### config.mk
export PLATFORM = sky130hd
export DESIGN_NAME = srxcfg_top
export DESIGN_NICKNAME = d
export VERILOG_FILES = /design/src/hdl/srxcfg_pkg.sv /design/src/hdl/srxcfg_top.sv /design/src/hdl/srxcfg_watchdog.sv
export SDC_FILE = /design/constraint.sdc
export NUM_CORES = 1
export LEC_CHECK = 0
export ABC_AREA = 1
export BUFFER_PORTS_ARGS = -buffer_cell sky130_fd_sc_hd__buf_4
export CORE_AREA = 4 4 140 169
export DETAILED_ROUTE_END_ITERATION = 8
export DIE_AREA = 0 0 144 173
export GPL_ROUTABILITY_DRIVEN = 0
export SLEW_MARGIN = 20
export SYNTH_ARGS = -nofsm -noshare
export SYNTH_HDL_FRONTEND = slang
export SYNTH_HIERARCHICAL = 1
export SYNTH_SLANG_ARGS = --single-unit
### constraint.sdc
create_clock -name ref_clk_i -period 6.7 [get_ports ref_clk_i]
set_input_delay 1.005 -clock ref_clk_i [delete_from_list [all_inputs] [get_ports ref_clk_i]]
set_output_delay 1.005 -clock ref_clk_i [all_outputs]
set_load 0.02 [all_outputs]
### src/hdl/srxcfg_pkg.sv
// Package of register map, field layout and watchdog constants for the receiver PHY setup bank.
package srxcfg_pkg;
    // ****************************************************************
    // Register indices (byte address is four times the index)
    // ****************************************************************
    localparam logic [9:0] IDX_PHY_REF_DIVIDER = 10'h108;
    localparam logic [9:0] IDX_PHY_PLL_MULTIPLIER = 10'h109;
    localparam logic [9:0] IDX_LANE_RATE_MULTIPLIER = 10'h10A;
    localparam logic [9:0] IDX_PLL_VCO_BAND = 10'h10B;
    localparam logic [9:0] IDX_MANUAL_LINK_REQUEST = 10'h120;
    localparam logic [9:0] IDX_PRBS_TEST_CONTROL = 10'h121;
    localparam logic [9:0] IDX_LINK_WATCHDOG_CONTROL = 10'h124;
    localparam int ADDR_W = 12;
    localparam int IDX_LSB = 2;

    // ****************************************************************
    // Reset values
    // ****************************************************************
    localparam logic [5:0] RST_REF_DIV = 6'h30;
    localparam logic [7:0] RST_PLL_MULT = 8'h14;
    localparam logic [1:0] RST_LANE_RATE = 2'h0;
    localparam logic RST_VCO_LOW = 1'b0;
    localparam logic RST_MANUAL_REQ_N = 1'b1;
    localparam logic [4:0] RST_PRBS_SEL = 5'h00;
    localparam logic [7:0] RST_WDOG_CTRL = 8'h00;

    // ****************************************************************
    // Watchdog control field positions
    // ****************************************************************
    localparam int WD_PLL_BIT = 7;
    localparam int WD_DEC_HI = 5;
    localparam int WD_DEC_LO = 4;
    localparam int WD_THR_HI = 2;
    localparam int WD_THR_LO = 0;

    // ****************************************************************
    // Decoded multiplier codes
    // ****************************************************************
    localparam logic [7:0] MPY_CODE_X4 = 8'h10;
    localparam logic [7:0] MPY_CODE_X5 = 8'h14;
    localparam logic [7:0] MPY_CODE_X8P25 = 8'h21;
    localparam logic [7:0] MPY_CODE_X10 = 8'h28;
    // Multiplier times four: 4, 5, 8.25 and 10.
    localparam logic [5:0] MPY_Q2_X4 = 6'h10;
    localparam logic [5:0] MPY_Q2_X5 = 6'h14;
    localparam logic [5:0] MPY_Q2_X8P25 = 6'h21;
    localparam logic [5:0] MPY_Q2_X10 = 6'h28;
    // Lane multiplier times two: 4, 2, 1 and 0.5.
    localparam logic [3:0] RATE_Q1_00 = 4'h8;
    localparam logic [3:0] RATE_Q1_01 = 4'h4;
    localparam logic [3:0] RATE_Q1_10 = 4'h2;
    localparam logic [3:0] RATE_Q1_11 = 4'h1;
    localparam logic [4:0] PRBS_LAST_CODE = 5'h04;

    // ****************************************************************
    // Watchdog counter
    // ****************************************************************
    localparam int WD_CNT_W = 33;
    localparam logic [WD_CNT_W-1:0] WD_DEC_0 = 33'h1;
    localparam logic [WD_CNT_W-1:0] WD_DEC_1 = 33'h2;
    localparam logic [WD_CNT_W-1:0] WD_DEC_2 = 33'h8;
    localparam logic [WD_CNT_W-1:0] WD_DEC_3 = 33'h10;
    localparam logic [WD_CNT_W-1:0] WD_INC_DOWN = 33'h80;
    localparam logic [WD_CNT_W-1:0] WD_THR_1 = 33'h0_0002_0000;
    localparam logic [WD_CNT_W-1:0] WD_THR_2 = 33'h0_0008_0000;
    localparam logic [WD_CNT_W-1:0] WD_THR_3 = 33'h1_0000_0000;
    localparam logic [WD_CNT_W-1:0] WD_THR_4 = 33'h0_0080_0000;
endpackage : srxcfg_pkg

### src/hdl/srxcfg_top.sv
// APB register bank for receiver PHY PLL, lane rate, sync request, PRBS and watchdog setup.
//
// The APB interface to the registers was left to the implementer.
`timescale 1ns/10ps
module srxcfg_top
    import srxcfg_pkg::*;
(
    input wire logic ref_clk_i,
    input wire logic rst_i,
    input wire logic psel_i,
    input wire logic penable_i,
    input wire logic pwrite_i,
    input wire logic [ADDR_W-1:0] paddr_i,
    input wire logic [31:0] pwdata_i,
    output logic [31:0] prdata_o,
    output logic pready_o,
    output logic pslverr_o,
    input wire logic link_enable_i,
    input wire logic line_encoding_select_i,
    input wire logic link_up_i,
    input wire logic crc_fault_i,
    input wire logic link_sync_n_i,
    output logic sync_n_o,
    output logic [5:0] ref_clock_divisor_o,
    output logic ref_divisor_legal_o,
    output logic [5:0] pll_multiplier_q2_o,
    output logic pll_multiplier_valid_o,
    output logic [3:0] lane_multiplier_q1_o,
    output logic vco_low_band_o,
    output logic [4:0] prbs_test_select_o,
    output logic prbs_active_o,
    output logic phy_rx_reset_o,
    output logic phy_pll_reset_o
);
    // ****************************************************************
    // Register storage
    // ****************************************************************
    logic [5:0] ref_clock_divisor;
    logic [7:0] pll_multiplier;
    logic [1:0] lane_rate;
    logic vco_low_band;
    logic manual_link_request_n;
    logic [4:0] prbs_test_select;
    logic watchdog_pll_reset_en;
    logic [1:0] watchdog_decrement_sel;
    logic [2:0] watchdog_threshold_sel;
    logic [9:0] index;
    logic access;
    logic hit;
    logic [7:0] read_value;
    logic [WD_CNT_W-1:0] wd_count;
    logic wd_rx_reset;
    logic wd_pll_reset;

    assign index = paddr_i[ADDR_W-1:IDX_LSB];
    assign access = psel_i & penable_i & ~pready_o;

    // Address decode and read mux; reserved bits read zero.
    always_comb begin
        hit = 1'b1;
        read_value = 8'h00;
        unique case (index)
            IDX_PHY_REF_DIVIDER: read_value = {2'h0, ref_clock_divisor};
            IDX_PHY_PLL_MULTIPLIER: read_value = pll_multiplier;
            IDX_LANE_RATE_MULTIPLIER: read_value = {6'h00, lane_rate};
            IDX_PLL_VCO_BAND: read_value = {7'h00, vco_low_band};
            IDX_MANUAL_LINK_REQUEST: read_value = {7'h00, manual_link_request_n};
            IDX_PRBS_TEST_CONTROL: read_value = {3'h0, prbs_test_select};
            IDX_LINK_WATCHDOG_CONTROL: begin
                read_value = {watchdog_pll_reset_en, 1'b0, watchdog_decrement_sel,
                              1'b0, watchdog_threshold_sel};
            end
            default: hit = 1'b0;
        endcase
    end

    // ****************************************************************
    // APB handshake: one wait state, answer registered
    // ****************************************************************
    always_ff @(posedge ref_clk_i) begin
        if (rst_i) begin
            pready_o <= 1'b0;
            pslverr_o <= 1'b0;
            prdata_o <= '0;
        end else begin
            pready_o <= access;
            pslverr_o <= access & ~hit;
            if (access && !pwrite_i) begin
                prdata_o <= {24'h000000, read_value};
            end
        end
    end

    // Register writes land at the completing edge of the access phase.
    always_ff @(posedge ref_clk_i) begin
        if (rst_i) begin
            ref_clock_divisor <= RST_REF_DIV;
            pll_multiplier <= RST_PLL_MULT;
            lane_rate <= RST_LANE_RATE;
            vco_low_band <= RST_VCO_LOW;
            manual_link_request_n <= RST_MANUAL_REQ_N;
            prbs_test_select <= RST_PRBS_SEL;
            watchdog_pll_reset_en <= RST_WDOG_CTRL[WD_PLL_BIT];
            watchdog_decrement_sel <= RST_WDOG_CTRL[WD_DEC_HI:WD_DEC_LO];
            watchdog_threshold_sel <= RST_WDOG_CTRL[WD_THR_HI:WD_THR_LO];
        end else if (psel_i && penable_i && pready_o && pwrite_i) begin
            unique case (index)
                IDX_PHY_REF_DIVIDER: ref_clock_divisor <= pwdata_i[5:0];
                IDX_PHY_PLL_MULTIPLIER: pll_multiplier <= pwdata_i[7:0];
                IDX_LANE_RATE_MULTIPLIER: lane_rate <= pwdata_i[1:0];
                IDX_PLL_VCO_BAND: vco_low_band <= pwdata_i[0];
                IDX_MANUAL_LINK_REQUEST: manual_link_request_n <= pwdata_i[0];
                IDX_PRBS_TEST_CONTROL: prbs_test_select <= pwdata_i[4:0];
                IDX_LINK_WATCHDOG_CONTROL: begin
                    watchdog_pll_reset_en <= pwdata_i[WD_PLL_BIT];
                    watchdog_decrement_sel <= pwdata_i[WD_DEC_HI:WD_DEC_LO];
                    watchdog_threshold_sel <= pwdata_i[WD_THR_HI:WD_THR_LO];
                end
                default: ;
            endcase
        end
    end

    // ****************************************************************
    // Decoded configuration outputs
    // ****************************************************************
    always_ff @(posedge ref_clk_i) begin
        if (rst_i) begin
            pll_multiplier_q2_o <= MPY_Q2_X5;
            pll_multiplier_valid_o <= 1'b1;
        end else begin
            pll_multiplier_valid_o <= 1'b1;
            unique case (pll_multiplier)
                MPY_CODE_X4: pll_multiplier_q2_o <= MPY_Q2_X4;
                MPY_CODE_X5: pll_multiplier_q2_o <= MPY_Q2_X5;
                MPY_CODE_X8P25: pll_multiplier_q2_o <= MPY_Q2_X8P25;
                MPY_CODE_X10: pll_multiplier_q2_o <= MPY_Q2_X10;
                default: begin
                    pll_multiplier_q2_o <= '0;
                    pll_multiplier_valid_o <= 1'b0;
                end
            endcase
        end
    end

    // Lane multiplier, test mode and reference divisor status.
    always_ff @(posedge ref_clk_i) begin
        if (rst_i) begin
            lane_multiplier_q1_o <= RATE_Q1_00;
            prbs_test_select_o <= RST_PRBS_SEL;
            prbs_active_o <= 1'b0;
            ref_clock_divisor_o <= RST_REF_DIV;
            ref_divisor_legal_o <= 1'b1;
            vco_low_band_o <= RST_VCO_LOW;
        end else begin
            unique case (lane_rate)
                2'h0: lane_multiplier_q1_o <= RATE_Q1_00;
                2'h1: lane_multiplier_q1_o <= RATE_Q1_01;
                2'h2: lane_multiplier_q1_o <= RATE_Q1_10;
                default: lane_multiplier_q1_o <= RATE_Q1_11;
            endcase
            // Reserved test codes fall back to normal operation.
            prbs_test_select_o <= (prbs_test_select <= PRBS_LAST_CODE) ? prbs_test_select
                                                                       : RST_PRBS_SEL;
            prbs_active_o <= (prbs_test_select != RST_PRBS_SEL)
                             && (prbs_test_select <= PRBS_LAST_CODE);
            ref_clock_divisor_o <= ref_clock_divisor;
            ref_divisor_legal_o <= ref_clock_divisor inside {6'h02, 6'h03, 6'h04, 6'h05, 6'h06,
                6'h08, 6'h0A, 6'h0C, 6'h10, 6'h14, 6'h18, 6'h20, 6'h28, 6'h30};
            vco_low_band_o <= vco_low_band;
        end
    end

    // SYNC output, active low; the manual request overrides the link logic.
    always_ff @(posedge ref_clk_i) begin
        if (rst_i) begin
            sync_n_o <= 1'b0;
        end else begin
            sync_n_o <= manual_link_request_n & link_sync_n_i;
        end
    end

    // ****************************************************************
    // Watchdog
    // ****************************************************************
    srxcfg_watchdog u_watchdog (
        .ref_clk_i(ref_clk_i),
        .rst_i(rst_i),
        .link_enable_i(link_enable_i),
        .link_up_i(link_up_i),
        .crc_fault_i(crc_fault_i),
        .watchdog_pll_reset_en_i(watchdog_pll_reset_en),
        .watchdog_decrement_sel_i(watchdog_decrement_sel),
        .watchdog_threshold_sel_i(watchdog_threshold_sel),
        .phy_rx_reset_o(wd_rx_reset),
        .phy_pll_reset_o(wd_pll_reset),
        .count_o(wd_count)
    );

    // Watchdog pulses are registered once more to keep outputs at flip-flops.
    always_ff @(posedge ref_clk_i) begin
        if (rst_i) begin
            phy_rx_reset_o <= 1'b0;
            phy_pll_reset_o <= 1'b0;
        end else begin
            phy_rx_reset_o <= wd_rx_reset;
            phy_pll_reset_o <= wd_pll_reset;
        end
    end

    // ****************************************************************
    // Checks
    // ****************************************************************
    a_sync_manual_force: assert property (@(posedge ref_clk_i) disable iff (rst_i)
        !manual_link_request_n |=> !sync_n_o)
        else $error("Manual request did not assert SYNC");
    a_sync_follow_link: assert property (@(posedge ref_clk_i) disable iff (rst_i)
        manual_link_request_n |=> sync_n_o == $past(link_sync_n_i))
        else $error("SYNC did not follow link");
    a_mpy_decode: assert property (@(posedge ref_clk_i) disable iff (rst_i)
        (pll_multiplier == MPY_CODE_X8P25) |=> pll_multiplier_q2_o == MPY_Q2_X8P25)
        else $error("Multiplier 8.25 misdecoded");
    a_rate_half: assert property (@(posedge ref_clk_i) disable iff (rst_i)
        (lane_rate == 2'h3) |=> lane_multiplier_q1_o == RATE_Q1_11)
        else $error("Lane rate 0.5 misdecoded");
    a_prbs_reserved: assert property (@(posedge ref_clk_i) disable iff (rst_i)
        (prbs_test_select > PRBS_LAST_CODE) |=> !prbs_active_o)
        else $error("Reserved test code enabled PRBS");
    a_wdog_readback: assert property (@(posedge ref_clk_i) disable iff (rst_i)
        (access && !pwrite_i && index == IDX_LINK_WATCHDOG_CONTROL) |=>
        prdata_o[6] == 1'b0 && prdata_o[3] == 1'b0
        && prdata_o[WD_PLL_BIT] == watchdog_pll_reset_en)
        else $error("Watchdog control layout wrong");
    a_wd_pll_pair: assert property (@(posedge ref_clk_i) disable iff (rst_i)
        wd_pll_reset |=> phy_pll_reset_o && phy_rx_reset_o)
        else $error("PLL reset not paired with receiver reset");
    a_wd_count_clear: assert property (@(posedge ref_clk_i) disable iff (rst_i)
        wd_rx_reset |-> wd_count == '0)
        else $error("Counter not cleared on expiry");
    a_apb_answer: assert property (@(posedge ref_clk_i) disable iff (rst_i)
        (psel_i && !penable_i) ##1 (psel_i && penable_i) |=> pready_o)
        else $error("APB answer late");
    c_manual_sync: cover property (@(posedge ref_clk_i) !manual_link_request_n ##1 !sync_n_o);
    c_prbs31: cover property (@(posedge ref_clk_i) prbs_active_o && prbs_test_select_o == 5'h04);
    c_unmapped: cover property (@(posedge ref_clk_i) pready_o && pslverr_o);
    c_wd_rx_only: cover property (@(posedge ref_clk_i) phy_rx_reset_o && !phy_pll_reset_o);
endmodule : srxcfg_top

### src/hdl/srxcfg_watchdog.sv
// Link watchdog that resets the receiver PHY when uptime falls short.
`timescale 1ns/10ps
module srxcfg_watchdog
    import srxcfg_pkg::*;
(
    input wire logic ref_clk_i,
    input wire logic rst_i,
    input wire logic link_enable_i,
    input wire logic link_up_i,
    input wire logic crc_fault_i,
    input wire logic watchdog_pll_reset_en_i,
    input wire logic [1:0] watchdog_decrement_sel_i,
    input wire logic [2:0] watchdog_threshold_sel_i,
    output logic phy_rx_reset_o,
    output logic phy_pll_reset_o,
    output logic [WD_CNT_W-1:0] count_o
);
    logic [WD_CNT_W-1:0] threshold;
    logic [WD_CNT_W-1:0] decrement;
    logic armed;
    logic good;
    logic expire;

    // Threshold lookup; code 0 and the reserved codes leave the watchdog idle.
    always_comb begin
        armed = 1'b1;
        threshold = WD_THR_1;
        unique case (watchdog_threshold_sel_i)
            3'h1: threshold = WD_THR_1;
            3'h2: threshold = WD_THR_2;
            3'h3: threshold = WD_THR_3;
            3'h4: threshold = WD_THR_4;
            default: armed = 1'b0;
        endcase
    end

    // Decrement step per cycle of good link.
    always_comb begin
        unique case (watchdog_decrement_sel_i)
            2'h0: decrement = WD_DEC_0;
            2'h1: decrement = WD_DEC_1;
            2'h2: decrement = WD_DEC_2;
            default: decrement = WD_DEC_3;
        endcase
    end

    assign good = link_up_i & ~crc_fault_i;
    assign expire = armed & link_enable_i & ~good & (count_o >= threshold - WD_INC_DOWN);

    // Counter climbs while the link is bad and drains while it is good.
    always_ff @(posedge ref_clk_i) begin
        if (rst_i || !link_enable_i || !armed || expire) begin
            count_o <= '0;
        end else if (good) begin
            count_o <= (count_o > decrement) ? count_o - decrement : '0;
        end else begin
            count_o <= count_o + WD_INC_DOWN;
        end
    end

    // One-cycle reset pulses on expiry; the PLL joins only when enabled.
    always_ff @(posedge ref_clk_i) begin
        if (rst_i) begin
            phy_rx_reset_o <= 1'b0;
            phy_pll_reset_o <= 1'b0;
        end else begin
            phy_rx_reset_o <= expire;
            phy_pll_reset_o <= expire & watchdog_pll_reset_en_i;
        end
    end

    a_wd_pll_follows: assert property (@(posedge ref_clk_i) disable iff (rst_i)
        phy_pll_reset_o |-> phy_rx_reset_o)
        else $error("PLL reset without receiver reset");
    a_wd_disabled: assert property (@(posedge ref_clk_i) disable iff (rst_i)
        (watchdog_threshold_sel_i == 3'h0) |=> !phy_rx_reset_o)
        else $error("Watchdog fired while disabled");
    // The step is worked out from the select code, not taken from the lookup it checks.
    a_wd_drain_step: assert property (@(posedge ref_clk_i) disable iff (rst_i)
        (link_enable_i && armed && good && count_o > decrement) |=>
        count_o == $past(count_o) - (($past(watchdog_decrement_sel_i) == 2'h0) ? WD_DEC_0
        : ($past(watchdog_decrement_sel_i) == 2'h1) ? WD_DEC_1
        : ($past(watchdog_decrement_sel_i) == 2'h2) ? WD_DEC_2 : WD_DEC_3))
        else $error("Wrong watchdog decrement");
    c_wd_expiry: cover property (@(posedge ref_clk_i) phy_pll_reset_o);
endmodule : srxcfg_watchdog
==> flow_metrics.py <==
metrics = {
    "global_route": {
        "grt_overflow": 0,
        "gr-usage-all-layers": 0.1507,
        "antenna_found_initial": 0,
        "grt_pass1_wl_microns": 30090,
        "grt_max_degree": 40,
        "grt_pass1_vias": 5995,
    },
    "yosys": {
        "synthTopCellsByCount": "nor2_1 (257), nand2_1 (233), dfxtp_1 (101)",
        "synth_area_sq_um": 6509,
        "ys_seq_area_frac": 0.3106,
        "yosys.area.top_type_share": 0.3106,
        "synth_edf_count": 0,
        "ys_warn_count": 6,
        "synthTopCellsByArea": "dfxtp_1 (31%), nor2_1 (15%), nand2_1 (13%), inv_1 (5.4%), nand3_1 (5.2%)",
        "ys.flop_type": "dfxtp_1",
        "syn_inst": 1043,
        "syn_avg_cell_area_sq_um": 6.240,
        "yosysUniqueCellTypes": 36,
        "yosysTopAreaCell": "dfxtp_1",
        "synth_most_common_cell": "nor2_1",
        "async_flop_share": 0,
        "ys_seq_elements": 101,
    },
    "timing": {
        "hold_viol_final": 0,
        "setup_viol": 0,
        "slew_headroom": 0.5090,
        "period_minus_slack_ps": 2929,
        "skew_ps": 8.976,
        "fin_setup_tns_ps": 0,
        "period_share": 0.4372,
        "rsz0062_at_grt": "no",
        "drv_slew": 0,
        "fmax_mhz": 341.4,
        "setup_slack_ps": 3771,
        "tightest_slew_ps": 733.8,
        "holdWs_ps": 419.8,
    },
    "floorplanning": {
        "io_pins": 116,
        "rows": 60,
        "core_area_sq_um": 22150,
        "die_area_sq_um": 24910,
        "die_w_microns": 144,
        "initial_utilization": 0.2939,
        "dieHeight_microns": 173,
    },
    "power": {
        "power_frac_comb": 0.053,
        "p_leak_nw": 3.452,
        "total_power_mw": 1.176,
        "p_per_area_nw_per_um2": 159.3,
        "seqPwrFrac": 0.512,
        "max-vdd-ir-drop_uv": 134.2,
        "clock_power_share": 0.435,
        "p_sw_mw": 0.2989,
        "p_int_mw": 0.8773,
        "sw_frac_of_total": 0.2541,
    },
    "placed_design": {
        "dp.cells": 1366,
        "dp_hpwl_microns": 14320,
        "place_area_sq_um": 7107,
        "post-place-ws_ps": 3723,
        "numPortBuffers": 63,
    },
    "critical_path": {
        "crit_path_max_fanout": 28,
        "r2r_slack_ps": 3770,
        "cp.arrival_ps": 3160,
        "required_ps": 6940,
        "crit_path_end_kind": "flop",
        "worstSetupPathType": "reg -> reg",
        "cp-start-kind": "flop",
    },
    "run": {
        "max_cap_viol_count": 0,
    },
    "layout": {
        "utilization": 0.3334,
        "drive_above_1_share": 0.1233,
        "antenna_cells": 0,
        "stdcell_count": 1382,
        "nets": 1176,
        "area_growth_pct": 13.44,
        "fin_area_sq_um": 7383,
    },
    "cts": {
        "clock_latency_ps": 360,
        "cts_buffer_depth": 2,
        "cts_setup_buffers": 0,
        "tritoncts": "built",
        "cts_resized": 0,
        "cts_hold_buf": 0,
        "htreeDepth": 3,
        "clk_root_buffer_cell": "clkbuf_16",
        "clkSlewWorstSetupHoldPaths_ps": 70,
        "cts.sinks": 101,
        "numCtsBuffers": 9,
    },
    "drt": {
        "vias_per_cell": 4.656,
        "drc": 0,
        "vias": 6435,
        "wl_microns": 18580,
        "wl_per_cell_microns": 13.44,
        "postRouteAntennaNets": 0,
        "dr.pass1.iters": 5,
        "drt_iter0_drc": 401,
    },
    "outcome": {
        "status": "finished, final reports clean",
    },
    "hold_path": {
        "worstHoldPathType": "reg -> reg",
    },
}
-- cell type report --
| cell class | count | area (sq um) |
|---|---|---|
| inverter | 111 | 416.7 |
| timing repair buffer | 64 | 480.5 |
| clock buffer | 11 | 232.7 |
| clock inverter | 5 | 43.79 |
| fill | 2447 | 14760 |
| multi-input combinational | 811 | 3839 |
| sequential | 101 | 2022 |
| tap | 279 | 349.1 |
-- worst max-delay path, cell delays in order (launching register included) --
cell and delay [ps]:
dfxtp_1 450, inv_1 80, or2_2 310, ha_1 290, nand2_1 70, nand2_1 120
nand2_1 110, nand2_1 90, nor2_2 420, nand3_2 250, nand3_4 350, nor2_1 70
nor2_1 130, nor2_1 50
-- logic make-up after synthesis --
group           after synthesis  share of synthesized area
xor+xnor                     11                    0.01480
compound gates              119                    0.09900
flops                       101                     0.3106
fa+ha+maj                    24                    0.04729
simple gates                630                     0.4131
buf+inv                     157                     0.1146
other cells                   1                  0.0005761
-- power by group through the flow --
stage / registers, mW / clock network (mW) / logic, mW
after CTS: 0.602 / 0.526 / 0.0624
final: 0.602 / 0.512 / 0.0624
after global placement: 0.616 / 0 / 0.0618
after floorplan: 0.618 / 0 / 0.0452
after detailed placement: 0.616 / 0 / 0.0623
after global routing: 0.602 / 0.553 / 0.0684
-- layer usage --
metal / track usage / up-vias / wire length, microns
li1: - / 3360 / -
met1: 0.1774 / 2890 / 7683
met2: 0.2663 / 159 / 9569
met3: 0.03513 / 26 / 880
met4: 0.04867 / 0 / 444
met5: 0 / - / 0
-- registers in the layout, summed over array words and instances, names as in the netlist, 2 cells and up --
register	count
lane_multiplier_q1_o	4
lane_rate	2
pll_multiplier	8
pll_multiplier_q2_o	5
prbs_test_select	5
prbs_test_select_o	5
prdata_o	8
ref_clock_divisor	6
ref_clock_divisor_o	6
u_watchdog/count_o	33
watchdog_decrement_sel	2
watchdog_threshold_sel	3
-- cell usage in the layout, fill, tap and decap left out, drive strengths merged, types with 5 or more instances in the layout --
cell type / synthesis / layout
nor2: 281 / 281
nand2: 241 / 241
inv: 110 / 113
dfxtp: 101 / 101
nand3: 72 / 72
buf: 38 / 64
a21oi: 55 / 55
o21ai: 51 / 51
conb: 1 / 27
ha: 23 / 23
nand4: 13 / 13
nor3: 11 / 11
xor2: 11 / 11
clkbuf: 8 / 11
a211oi: 7 / 7
nor4: 5 / 5
-- path summary, 6_finish.rpt --
| kind | startpoint | end | cells after the start |
|---|---|---|---|
| max | watchdog_decrement_sel[0]$_SDFFE_PP0P_ | u_watchdog/count_o[18]$_SDFF_PP0_ | 13 |
| min | u_watchdog/phy_pll_reset_o$_SDFF_PP0_ | phy_pll_reset_o$_SDFF_PP0_ | 2 |
| max reg2reg | watchdog_decrement_sel[0]$_SDFFE_PP0P_ | u_watchdog/count_o[18]$_SDFF_PP0_ | 13 |
| min reg2reg | u_watchdog/phy_pll_reset_o$_SDFF_PP0_ | phy_pll_reset_o$_SDFF_PP0_ | 2 |
Note: power is estimated with default switching activity, not from simulation.
